**config.mk**
```make
export PLATFORM = sky130hd
export DESIGN_NAME = jtpr_test_port
export DESIGN_NICKNAME = d
export VERILOG_FILES = /design/src/rtl/jtpr_pkg.sv /design/src/rtl/jtpr_tap_if.sv /design/src/rtl/jtpr_sync.sv /design/src/rtl/jtpr_tap_fsm.sv /design/src/rtl/jtpr_test_port.sv
export SDC_FILE = /design/constraint.sdc
export NUM_CORES = 1
export LEC_CHECK = 0
export ABC_AREA = 1
export BUFFER_PORTS_ARGS = -buffer_cell sky130_fd_sc_hd__buf_2
export CELL_PAD_IN_SITES_DETAIL_PLACEMENT = 1
export CELL_PAD_IN_SITES_GLOBAL_PLACEMENT = 1
export CORE_UTILIZATION = 37
export DETAILED_ROUTE_END_ITERATION = 10
export PLACE_DENSITY_LB_ADDON = 0.12
export SYNTH_ARGS = -nofsm -noshare
export SYNTH_HDL_FRONTEND = slang
export SYNTH_SLANG_ARGS = --single-unit
```
**constraint.sdc**
```tcl
create_clock -name clk_i -period 2.1 [get_ports clk_i]
set_input_delay 0.42 -clock clk_i [delete_from_list [all_inputs] [get_ports clk_i]]
set_output_delay 0.42 -clock clk_i [all_outputs]
set_load 0.01 [all_outputs]
```
**src/rtl/jtpr_pkg.sv**
```systemverilog
package jtpr_pkg;

  // Register map
  localparam logic [31:0] ID_ADDR   = 32'h01B3_F008;
  localparam logic [31:0] STAT_ADDR = 32'h01B3_F010;
  localparam logic [31:0] CTRL_ADDR = 32'h01B3_F014;
  localparam logic [31:0] CTRL_RST  = 32'h0000_0000;
  localparam int          CTRL_QUIET_BIT = 0;

  // Identity word layout
  localparam int VAR_LSB  = 28;
  localparam int PART_LSB = 12;
  localparam int MFR_LSB  = 1;

  // Instruction register
  localparam int          IR_W        = 4;
  localparam logic [3:0]  IR_IDCODE   = 4'h1;
  localparam logic [3:0]  IR_BYPASS   = 4'hF;
  localparam logic [3:0]  IR_CAPTURE  = 4'h1;
  localparam int          DR_W        = 32;

  // Debug configuration pin code for boundary scan mode
  localparam logic [1:0]  CFG_SCAN    = 2'h0;
  localparam logic [1:0]  CFG_RST     = 2'h0;

  localparam int          SYNC_STAGES = 2;

  typedef enum logic [3:0] {
    TAP_RESET      = 4'b0000,
    TAP_IDLE       = 4'b0001,
    TAP_SEL_DR     = 4'b0010,
    TAP_CAPTURE_DR = 4'b0011,
    TAP_SHIFT_DR   = 4'b0100,
    TAP_EXIT1_DR   = 4'b0101,
    TAP_PAUSE_DR   = 4'b0110,
    TAP_EXIT2_DR   = 4'b0111,
    TAP_UPDATE_DR  = 4'b1000,
    TAP_SEL_IR     = 4'b1001,
    TAP_CAPTURE_IR = 4'b1010,
    TAP_SHIFT_IR   = 4'b1011,
    TAP_EXIT1_IR   = 4'b1100,
    TAP_PAUSE_IR   = 4'b1101,
    TAP_EXIT2_IR   = 4'b1110,
    TAP_UPDATE_IR  = 4'b1111
  } jtpr_tap_state_t;

  function automatic logic [31:0] jtpr_id_word(input logic [3:0]  variant,
                                               input logic [15:0] part,
                                               input logic [10:0] mfr);
    jtpr_id_word = {variant, part, mfr, 1'b1};
  endfunction : jtpr_id_word

endpackage : jtpr_pkg

```
**src/rtl/jtpr_tap_if.sv**
```systemverilog
`timescale 1ns/1ps
`default_nettype none
interface jtpr_tap_if;
  logic                      step;
  logic                      tms;
  logic                      trst_n;
  jtpr_pkg::jtpr_tap_state_t state;

  modport fsm  (input step, input tms, input trst_n, output state);
  modport ctrl (output step, output tms, output trst_n, input state);
endinterface : jtpr_tap_if
`default_nettype wire

```
**src/rtl/jtpr_sync.sv**
```systemverilog
`timescale 1ns/1ps
`default_nettype none
module jtpr_sync #(
  parameter int W = 1
) (
  input  wire logic         clk_i,
  input  wire logic         resetn_i,
  input  wire logic [W-1:0] d_i,
  output logic      [W-1:0] q_o
);
  // First stage feeds only the second stage
  logic [W-1:0] meta_q;

  always_ff @(posedge clk_i or negedge resetn_i) begin
    if (!resetn_i) begin
      meta_q <= '0;
      q_o    <= '0;
    end else begin
      meta_q <= d_i;
      q_o    <= meta_q;
    end
  end
endmodule : jtpr_sync
`default_nettype wire

```
**src/rtl/jtpr_tap_fsm.sv**
```systemverilog
`timescale 1ns/1ps
`default_nettype none
module jtpr_tap_fsm (
  input  wire logic clk_i,
  input  wire logic resetn_i,
  jtpr_tap_if.fsm   tap
);
  jtpr_pkg::jtpr_tap_state_t state_q;
  jtpr_pkg::jtpr_tap_state_t state_d;

  assign tap.state = state_q;

  always_comb begin
    case (state_q)
      jtpr_pkg::TAP_RESET:      state_d = tap.tms ? jtpr_pkg::TAP_RESET    : jtpr_pkg::TAP_IDLE;
      jtpr_pkg::TAP_IDLE:       state_d = tap.tms ? jtpr_pkg::TAP_SEL_DR   : jtpr_pkg::TAP_IDLE;
      jtpr_pkg::TAP_SEL_DR:     state_d = tap.tms ? jtpr_pkg::TAP_SEL_IR   : jtpr_pkg::TAP_CAPTURE_DR;
      jtpr_pkg::TAP_CAPTURE_DR: state_d = tap.tms ? jtpr_pkg::TAP_EXIT1_DR : jtpr_pkg::TAP_SHIFT_DR;
      jtpr_pkg::TAP_SHIFT_DR:   state_d = tap.tms ? jtpr_pkg::TAP_EXIT1_DR : jtpr_pkg::TAP_SHIFT_DR;
      jtpr_pkg::TAP_EXIT1_DR:   state_d = tap.tms ? jtpr_pkg::TAP_UPDATE_DR : jtpr_pkg::TAP_PAUSE_DR;
      jtpr_pkg::TAP_PAUSE_DR:   state_d = tap.tms ? jtpr_pkg::TAP_EXIT2_DR : jtpr_pkg::TAP_PAUSE_DR;
      jtpr_pkg::TAP_EXIT2_DR:   state_d = tap.tms ? jtpr_pkg::TAP_UPDATE_DR : jtpr_pkg::TAP_SHIFT_DR;
      jtpr_pkg::TAP_UPDATE_DR:  state_d = tap.tms ? jtpr_pkg::TAP_SEL_DR   : jtpr_pkg::TAP_IDLE;
      jtpr_pkg::TAP_SEL_IR:     state_d = tap.tms ? jtpr_pkg::TAP_RESET    : jtpr_pkg::TAP_CAPTURE_IR;
      jtpr_pkg::TAP_CAPTURE_IR: state_d = tap.tms ? jtpr_pkg::TAP_EXIT1_IR : jtpr_pkg::TAP_SHIFT_IR;
      jtpr_pkg::TAP_SHIFT_IR:   state_d = tap.tms ? jtpr_pkg::TAP_EXIT1_IR : jtpr_pkg::TAP_SHIFT_IR;
      jtpr_pkg::TAP_EXIT1_IR:   state_d = tap.tms ? jtpr_pkg::TAP_UPDATE_IR : jtpr_pkg::TAP_PAUSE_IR;
      jtpr_pkg::TAP_PAUSE_IR:   state_d = tap.tms ? jtpr_pkg::TAP_EXIT2_IR : jtpr_pkg::TAP_PAUSE_IR;
      jtpr_pkg::TAP_EXIT2_IR:   state_d = tap.tms ? jtpr_pkg::TAP_UPDATE_IR : jtpr_pkg::TAP_SHIFT_IR;
      jtpr_pkg::TAP_UPDATE_IR:  state_d = tap.tms ? jtpr_pkg::TAP_SEL_DR   : jtpr_pkg::TAP_IDLE;
      default:                  state_d = jtpr_pkg::TAP_RESET;
    endcase
  end

  // Test reset only acts on a sampled test clock edge
  always_ff @(posedge clk_i or negedge resetn_i) begin
    if (!resetn_i) begin
      state_q <= jtpr_pkg::TAP_RESET;
    end else if (tap.step) begin
      state_q <= tap.trst_n ? state_d : jtpr_pkg::TAP_RESET;
    end
  end
endmodule : jtpr_tap_fsm
`default_nettype wire

```
**src/rtl/jtpr_test_port.sv**
```systemverilog
// Notes on behaviour
// - Core reset clears the core; test reset separately clears test and emulation logic.
// - The core leaves reset on core reset release even with test reset held.
// - While test reset is held, test port and emulation stay reset, core unaffected.
// - Identity variant field shifts out correctly only after core reset release.
// - All other scan instructions work whatever the core reset state.
// - Test reset is synchronous, taken on test clock rising edges; clock must run.
// - Undriven test reset pin reads asserted through an internal pull-down.
// - After core reset release, test reset rising edge latches both config pins.
// - Latched config pins select boundary scan mode or emulation mode.
// - A read-only identity register sits at its fixed memory address.
// - Identity register holds a 32-bit word; writes change nothing.
// - Variant in top four bits, sixteen-bit part number, eleven-bit maker field.
// - Bit zero of the identity word always reads one.
// - Data in, mode select and test reset are sampled on test clock rise.
// - Test data out changes only after test clock falling edges.
//
// The strobed register port is this design's own decision.
`timescale 1ns/1ps
`default_nettype none
module jtpr_test_port #(
  parameter logic [3:0]  ID_VARIANT = 4'h5,     // Arbitrary value
  parameter logic [15:0] ID_PART    = 16'h1234, // Arbitrary value
  parameter logic [10:0] ID_MFR     = 11'h2A5   // Arbitrary value
) (
  input  wire logic        clk_i,
  input  wire logic        resetn_i,
  input  wire logic        test_clock_i,
  input  wire logic        tms_i,
  input  wire logic        tdi_i,
  input  wire logic        trst_n_i,
  input  wire logic        trst_drv_i,
  input  wire logic        core_resetn_i,
  input  wire logic        debug_cfg_pin_hi_i,
  input  wire logic        debug_cfg_pin_lo_i,
  input  wire logic [31:0] reg_addr_i,
  input  wire logic [31:0] reg_wdata_i,
  input  wire logic        reg_wr_i,
  input  wire logic        reg_rd_i,
  output logic      [31:0] reg_rdata_o,
  output logic             tdo_o,
  output logic             tdo_oe_n_o,
  output logic             core_in_reset_o,
  output logic             emu_in_reset_o,
  output logic             scan_mode_o,
  output logic             emu_mode_o
);

  // Pin conditioning
  logic [7:0] pins_s;
  logic       trst_s;
  logic       core_s;
  logic       tck_s;
  logic       tms_s;
  logic       tdi_s;
  logic [1:0] cfg_s;

  jtpr_sync #(
    .W (8)
  ) u_sync (
    .clk_i    (clk_i),
    .resetn_i (resetn_i),
    .d_i      ({trst_drv_i, trst_n_i, core_resetn_i, test_clock_i, tms_i, tdi_i,
                debug_cfg_pin_hi_i, debug_cfg_pin_lo_i}),
    .q_o      (pins_s)
  );

  // All pins share one delay, so their relative timing survives
  // Undriven pin is pulled low, so reads as asserted
  assign trst_s = pins_s[7] & pins_s[6];
  assign core_s = pins_s[5];
  assign tck_s  = pins_s[4];
  assign tms_s  = pins_s[3];
  assign tdi_s  = pins_s[2];
  assign cfg_s  = pins_s[1:0];

  // Test clock edges
  logic tck_q;
  logic tck_rise;
  logic tck_fall;

  always_ff @(posedge clk_i or negedge resetn_i) begin
    if (!resetn_i) begin
      tck_q <= 1'b0;
    end else begin
      tck_q <= tck_s;
    end
  end

  assign tck_rise = tck_s & ~tck_q;
  assign tck_fall = ~tck_s & tck_q;

  // Scan state machine
  jtpr_tap_if tap_bus ();
  jtpr_pkg::jtpr_tap_state_t state;

  assign tap_bus.step   = tck_rise;
  assign tap_bus.tms    = tms_s;
  assign tap_bus.trst_n = trst_s;
  assign state          = tap_bus.state;

  jtpr_tap_fsm u_fsm (
    .clk_i    (clk_i),
    .resetn_i (resetn_i),
    .tap      (tap_bus)
  );

  // Test reset as seen at test clock edges
  logic       trst_q;
  logic       trst_rise;
  logic [1:0] cfg_q;

  assign trst_rise = tck_rise & trst_s & ~trst_q;

  always_ff @(posedge clk_i or negedge resetn_i) begin
    if (!resetn_i) begin
      trst_q <= 1'b0;
    end else if (tck_rise) begin
      trst_q <= trst_s;
    end
  end

  // Config pins only count once the core is out of reset
  always_ff @(posedge clk_i or negedge resetn_i) begin
    if (!resetn_i) begin
      cfg_q <= jtpr_pkg::CFG_RST;
    end else if (trst_rise && core_s) begin
      cfg_q <= cfg_s;
    end
  end

  // Identity words
  logic [31:0] id_word;
  logic [31:0] id_capture;
  logic [3:0]  cap_variant;

  assign id_word     = jtpr_pkg::jtpr_id_word(ID_VARIANT, ID_PART, ID_MFR);
  // Variant comes from core side logic and is invalid while it is in reset
  assign cap_variant = core_s ? ID_VARIANT : 4'h0;
  assign id_capture  = jtpr_pkg::jtpr_id_word(cap_variant, ID_PART, ID_MFR);

  // Instruction and data paths
  logic [jtpr_pkg::IR_W-1:0] ir_sh_q;
  logic [jtpr_pkg::IR_W-1:0] ir_q;
  logic [jtpr_pkg::DR_W-1:0] dr_q;
  logic                      sel_id;
  logic                      in_shift_dr;
  logic                      in_shift_ir;

  assign sel_id      = (ir_q == jtpr_pkg::IR_IDCODE);
  assign in_shift_dr = (state == jtpr_pkg::TAP_SHIFT_DR);
  assign in_shift_ir = (state == jtpr_pkg::TAP_SHIFT_IR);

  always_ff @(posedge clk_i or negedge resetn_i) begin
    if (!resetn_i) begin
      ir_sh_q <= jtpr_pkg::IR_CAPTURE;
      ir_q    <= jtpr_pkg::IR_IDCODE;
    end else if (tck_rise) begin
      case (state)
        jtpr_pkg::TAP_RESET:      ir_q    <= jtpr_pkg::IR_IDCODE;
        jtpr_pkg::TAP_CAPTURE_IR: ir_sh_q <= jtpr_pkg::IR_CAPTURE;
        jtpr_pkg::TAP_SHIFT_IR:   ir_sh_q <= {tdi_s, ir_sh_q[jtpr_pkg::IR_W-1:1]};
        jtpr_pkg::TAP_UPDATE_IR:  ir_q    <= ir_sh_q;
        default:                  ir_q    <= ir_q;
      endcase
    end
  end

  // Any code but identity acts as bypass, free of core reset
  always_ff @(posedge clk_i or negedge resetn_i) begin
    if (!resetn_i) begin
      dr_q <= '0;
    end else if (tck_rise && state == jtpr_pkg::TAP_CAPTURE_DR) begin
      dr_q <= sel_id ? id_capture : '0;
    end else if (tck_rise && in_shift_dr) begin
      dr_q <= sel_id ? {tdi_s, dr_q[jtpr_pkg::DR_W-1:1]}
                     : {dr_q[jtpr_pkg::DR_W-1:1], tdi_s};
    end
  end

  // Output launch on the falling edge gives the controller half a period of setup
  logic quiet;
  logic tdo_bit;

  assign tdo_bit = in_shift_ir ? ir_sh_q[0] : dr_q[0];

  always_ff @(posedge clk_i or negedge resetn_i) begin
    if (!resetn_i) begin
      tdo_o      <= 1'b1;
      tdo_oe_n_o <= 1'b1;
    end else if (tck_fall) begin
      tdo_o      <= tdo_bit;
      tdo_oe_n_o <= ~((in_shift_dr | in_shift_ir) & ~quiet);
    end
  end

  // Reset and mode outputs
  always_ff @(posedge clk_i or negedge resetn_i) begin
    if (!resetn_i) begin
      core_in_reset_o <= 1'b1;
      emu_in_reset_o  <= 1'b1;
      scan_mode_o     <= 1'b0;
      emu_mode_o      <= 1'b0;
    end else begin
      core_in_reset_o <= ~core_s;
      emu_in_reset_o  <= ~trst_q | (state == jtpr_pkg::TAP_RESET);
      scan_mode_o     <= (cfg_q == jtpr_pkg::CFG_SCAN);
      emu_mode_o      <= (cfg_q != jtpr_pkg::CFG_SCAN);
    end
  end

  // Register port
  logic [31:0] ctrl_q;
  logic [31:0] status;
  logic [31:0] rdata_d;
  logic        hit_id;
  logic        hit_stat;
  logic        hit_ctrl;

  assign hit_id   = (reg_addr_i == jtpr_pkg::ID_ADDR);
  assign hit_stat = (reg_addr_i == jtpr_pkg::STAT_ADDR);
  assign hit_ctrl = (reg_addr_i == jtpr_pkg::CTRL_ADDR);
  assign quiet    = ctrl_q[jtpr_pkg::CTRL_QUIET_BIT];
  assign status   = {22'h00_0000, cfg_q, scan_mode_o, emu_in_reset_o,
                     core_in_reset_o, trst_q, state};
  assign rdata_d  = !reg_rd_i ? 32'h0000_0000 :
                    hit_id    ? id_word :
                    hit_stat  ? status :
                    hit_ctrl  ? ctrl_q : 32'h0000_0000;

  always_ff @(posedge clk_i or negedge resetn_i) begin
    if (!resetn_i) begin
      ctrl_q <= jtpr_pkg::CTRL_RST;
    end else if (reg_wr_i && hit_ctrl) begin
      // Identity writes fall through and store nothing
      ctrl_q <= {31'h0000_0000, reg_wdata_i[jtpr_pkg::CTRL_QUIET_BIT]};
    end
  end

  always_ff @(posedge clk_i or negedge resetn_i) begin
    if (!resetn_i) begin
      reg_rdata_o <= 32'h0000_0000;
    end else begin
      reg_rdata_o <= rdata_d;
    end
  end
endmodule : jtpr_test_port
`default_nettype wire

```
Word level (Yosys, flattened, before mapping)
Index checks and enable logic that the tools add are counted.
- RAM bits: 0
- bits of input ports: 76
- logic and storage cells: 94
- bits in latches: 0
- memory bits (read-only): 0
- memories kept: 0
- register bits: 102
- output and inout port bits: 38
- $mul: 0
- bitwise logic cells: 14
- muxes and demuxes: 26
- reductions and logical operators: 17
- div/mod/pow operators: 0
- equal/unequal tests: 19
- $add $sub $neg: 0
- order comparisons: 0
- shift-type cells: 0
- operator list (kind ; number):
    equality test 32 x 25 -> 1 bit (second input constant) ; 3
    two-way mux 32 bit ; 3
    two-way mux 31 bit ; 3
    one-hot mux 4 bit (12 select lines) ; 1
    equality test 4 bit (second input constant) ; 8
    two-way mux 4 bit ; 5
    equality test 4 x 3 -> 1 bit (second input constant) ; 4
    one-hot mux 4 bit (2 select lines) ; 2
    two-way mux 10 bit ; 1
    nonzero test 2 bit ; 5
    two-way mux 3 bit ; 3
    equality test 4 x 1 -> 1 bit (second input constant) ; 2
    equality test 4 x 2 -> 1 bit (second input constant) ; 2
    bitwise AND 1 bit ; 6
    two-way mux 2 bit ; 3
    NOT 1 bit ; 6
    AND reduction 2 bit ; 3
    two-way mux 1 bit ; 5
    logical AND 1 bit ; 4
    logical NOT 4 bit ; 1
    OR reduction 2 bit ; 2
    OR reduction 3 bit ; 1
    logical NOT 2 bit ; 1
    OR 1 bit ; 2

Logic depth before layout (Yosys ltp)
- depth after elaboration: 5
- mapped depth: 11

Modules after synthesis
From an unflattened synthesis, not the netlist that was laid out.
- cell total of the unflattened synthesis: 448
- area total of the unflattened synthesis: 3829.9 um^2
- by module, submodules not included (module ; area an instance (um^2) ; instances ; cells an instance):
    jtpr_test_port ; 3026.7 ; 1 ; 356
    jtpr_tap_fsm ; 402.9 ; 1 ; 76
    jtpr_sync ; 400.4 ; 1 ; 16

Worst setup path after synthesis
OpenSTA, ideal clock, no wires.
- path type: flip-flop to flip-flop
- start point: register u_fsm.state_q[3], in the netlist u_fsm.tap.state[3]
- end point: register dr_q[27] in the netlist's numbering
- buffers on the path: 1
- clock period less this slack: 1.517 ns
- cell stages (with the launch flop): 10
- library setup time: 0.127 ns
- path slack: 0.583 ns
- required time: 1.973 ns
- data arrival time: 1.390 ns
- cells stage by stage: dfrtp_1 > nor2_4 > nand2_4 > nor2_8 > inv_2 > a21oi_4 > inv_4 > buf_6 > nand2_2 > o31ai_2
- longest elaborated chain between the ends: 4
- elaborated cells between the ends (all ways): 8
- those cells by class: 2 x eq/ne; 1 x mux; 5 x reduce/logical
- ends and longest elaborated chain (element ; line ; source):
    start: declaration ; jtpr_tap_fsm.sv:8 ; jtpr_pkg::jtpr_tap_state_t state_q;
    start signal: assignment ; jtpr_tap_fsm.sv:38 ; state_q <= jtpr_pkg::TAP_RESET;
    start signal: assignment ; jtpr_tap_fsm.sv:40 ; state_q <= tap.trst_n ? state_d : jtpr_pkg::TAP_RESET;
    equality test 4 x 2 -> 1 bit / equality test 4 x 3 -> 1 bit (equally long branches) ; jtpr_test_port.sv:173, jtpr_test_port.sv:151 ;
    logical AND 1 bit (on tied branches) ; jtpr_test_port.sv:173, jtpr_test_port.sv:175 ;
    nonzero test 2 bit (no line) ; - ;
    AND reduction 2 bit (no line) ; - ;
    end signal: assignment ; jtpr_test_port.sv:174 ; dr_q <= sel_id ? id_capture : '0;
    end signal: assignment ; jtpr_test_port.sv:176 ; dr_q <= sel_id ? {tdi_s, dr_q[jtpr_pkg::DR_W-1:1]}
    end: declaration ; jtpr_test_port.sv:145 ; logic [jtpr_pkg::DR_W-1:0] dr_q;
Several ways; a longest one is shown, not always the timed one.
A chain may end at the register's enable or synchronous reset.

Worst setup path after layout
- start point: register u_fsm.state_q[1], in the netlist u_fsm.tap.state[1]
- end point: register dr_q[27] in the netlist's numbering
Same word-level chain as after synthesis.

==> impl_metrics.py <==
metrics = {
    "timing": {
        "max_freq_mhz": 585,
        "tns_ns": 0,
        "finalHoldViolCount": 0,
        "period_share_pct": 81.3,
        "finalCriticalPeriod_ns": 1.71,
        "rsz0062_at_grt": "false",
        "finClkSkew_ns": 0.0113,
        "fin_hold_ws_ns": 0.0385,
        "slew_viol_final": 0,
        "setup_viol": 0,
    },
    "grt": {
        "grt_util_met3_pct": 2.94,
        "grt_pass1_wl_mm": 14.2,
        "busiest_layer": "met2",
        "grt_max_degree": 38,
        "grtUsageMet2_pct": 29.8,
        "grt-ovfl-total": 0,
        "grtUsageTotal_pct": 17.7,
        "grt_pass1_vias": 3038,
        "use_met1_pct": 22.5,
        "antenna_found_initial": 0,
    },
    "detailed_routing": {
        "wl_per_cell_microns": 13.0,
        "vias": 2957,
        "drc": 0,
        "finalWirelength_mm": 8.24,
        "antenna_left": 0,
        "first_pass_iters": 4,
        "drt_iter0_markers": 102,
        "avgViaCountPerCell": 4.68,
    },
    "cts": {
        "insertion_delay_ns": 0.34,
        "cts.sinks": 82,
        "htree_levels": 3,
        "hold_buffers": 0,
        "cts_buffer_depth": 2,
        "cts_resized": 0,
        "clk_pin_slew_worst_paths_ns": 0.09,
        "cts_buffers": 9,
        "cts_root_buf": "clkbuf_8",
        "cts_setup_buffers": 0,
        "tritoncts": "done",
    },
    "yosys": {
        "synth_edf_count": 0,
        "yosysMostFrequentCell": "nand2_1",
        "ys.flop_type": "dfrtp_1",
        "ys_seq_area_share_pct": 55.3,
        "synthCells": 426,
        "synth.top_cells.by_area": "dfrtp_1 (51%), nand2_1 (9.4%), inv_1 (5.7%)",
        "synth_async_sr_flop_share_pct": 100,
        "ys_warn_count": 0,
        "ys_top_cells_by_count": "nand2_1 (93), dfrtp_1 (76), inv_1 (57)",
        "synth.top_cell.area_share_pct": 51.1,
        "synth.avg_cell_area_sq_um": 8.74,
        "synth_area_leader_cell": "dfrtp_1",
        "synth_seq_cells": 82,
        "ys_types": 30,
        "synth_area_sq_um": 3720,
    },
    "min_path": {
        "hold_class": "input port to asynchronous set/reset pin",
    },
    "floorplan": {
        "pin_count": 114,
        "dieArea_sq_um": 10500,
        "core_sq_um": 9770,
        "row_count": 36,
        "die_h_microns": 102,
        "die_w_microns": 102,
        "start_util_pct": 38.1,
    },
    "placement": {
        "gp_congestion": 0.854,
        "dpl.hpwl_mm": 6.12,
        "port_buffers": 68,
    },
    "worst_setup_path": {
        "slowest_delay_ns": 0.49,
        "path_cells": "nor2_2, nand2_2, nand2_4, nand2_4, nor2_2, buf_12, inv_2, o31ai_2",
        "crit_required_ns": 2.34,
        "slowest_stage": "dfrtp_1",
        "crit_arrival_ns": 1.95,
        "cp-start-kind": "flop",
        "critical_path_class": "flop to flop",
        "worstPathMaxFanout": 29,
        "crit_path_end_kind": "flop",
    },
    "flow_run": {
        "cap_violations": 0,
    },
    "power_and_ir_drop": {
        "internal-power_w": 0.00225,
        "power.net_switching_w": 0.000733,
        "clockPowerShare_pct": 38.2,
        "peakVddDrop_v": 0.000459,
        "p_leak_nw": 2.30,
        "cellPowerDensity_nw_per_um2": 690,
        "seq_power_share_pct": 55.2,
        "power_frac_comb_pct": 6.5,
        "swShare_pct": 24.6,
    },
    "finish": {
        "multi_input_area_sq_um": 1240,
        "regArea_sq_um": 2060,
        "diodes": 0,
        "syn_to_final_growth_pct": 16.1,
        "fillers": 1211,
        "drive_gt1_share_pct": 23.6,
        "nets": 570,
    },
    "outcome": {
        "outcome": "finished clean",
    },
}
-- cells by family after synthesis --
| group | share of synthesized area (%) |
|---|---|
| other | 0.101 |
| buffers and inverters | 12.7 |
| AOI/OAI and AO/OA | 9.17 |
| and+or+nand+nor | 22.5 |
| DFF | 55.3 |
| muxes | 0.302 |
-- stage by stage --
step           instances  utilization [%]  power (W)  instance area [sq um]  setup WS, ns
5_1_grt              632             44.2    0.00313                   4320         0.123
2_1_floorplan        439                -    0.00178                   3770         0.583
6_report             632             44.2    0.00298                   4320         0.392
3_5_place_dp         616             42.2    0.00188                   4120         0.276
3_3_place_gp         616             42.2    0.00187                   4120         0.335
4_1_cts              632             44.2    0.00304                   4320         0.382
-- final timing paths --
check	startpoint	to	slack, ns	cells past startpoint
min in group clk_i	core_resetn_i	u_sync.meta_q[5]$_DFF_PN0_	0.18	1
worst min-delay path	resetn_i	ir_q[1]$_DFFE_PN0P_	0.04	1
max in group asynchronous	resetn_i	ir_q[0]$_DFFE_PN1P_	1.40	2
worst min register to register	u_sync.meta_q[1]$_DFF_PN0_	u_sync.q_o[1]$_DFF_PN0_	0.35	0
worst max-delay path	u_fsm.tap.state[1]$_DFFE_PN0P_	dr_q[27]$_DFFE_PN0P_	0.39	8
worst max register to register	u_fsm.tap.state[1]$_DFFE_PN0P_	dr_q[27]$_DFFE_PN0P_	0.39	8
-- worst max-delay path, delay by kind of cell (launching register included) --
kind	cells	cell delay (ns)
compound gates	1	0.17
buf+inv	2	0.26
flops	1	0.49
simple gates	5	0.69
-- state kept, by name, summed over array words and instances (netlist names), 2 cells and up --
signal	cells
dr_q	32
reg_rdata_o	11
ir_q	4
cfg_q	2
u_sync.q_o	8
ir_sh_q	4
u_fsm.tap.state	4
u_sync.meta_q	8
-- per-layer routing --
layer  wire length [microns]  up-vias
met2                    4020       59
met1                    3780     1443
met5                       0        -
met4                     156        0
li1                        -     1441
met3                     280       14
-- final cells by class --
class	count	area share, %
Multi-Input combinational cell	264	28.7
Clock inverter	7	1.74
Clock buffer	9	2.87
Tap cell	133	3.85
Timing Repair Buffer	75	9.73
Inverter	62	5.44
Sequential cell	82	47.6
-- placed cells by master (no fill, tap or decap), types with 3 or more instances in the layout --
master / count
nor2_1: 44
nor3_1: 5
clkinvlp_4: 3
o21ai_0: 37
buf_2: 67
dfrtp_1: 76
a21oi_1: 7
inv_1: 57
buf_4: 6
a31oi_1: 5
inv_2: 4
dfstp_2: 6
nand3_1: 33
nand2_4: 3
nand2_1: 93
o22ai_1: 4
clkbuf_8: 9
nand4_1: 3
conb_1: 14
nand2_2: 4
-- power by group through the flow --
stage / logic [W] / registers, W / clock network, W
6_report: 0.000195 / 0.00165 / 0.00114
5_1_grt: 0.000228 / 0.00165 / 0.00125
4_1_cts: 0.000201 / 0.00165 / 0.00119
3_5_place_dp: 0.000200 / 0.00168 / 0
3_3_place_gp: 0.000195 / 0.00168 / 0
2_1_floorplan: 0.0000985 / 0.00168 / 0
Note: power is estimated with default switching activity, not from simulation.
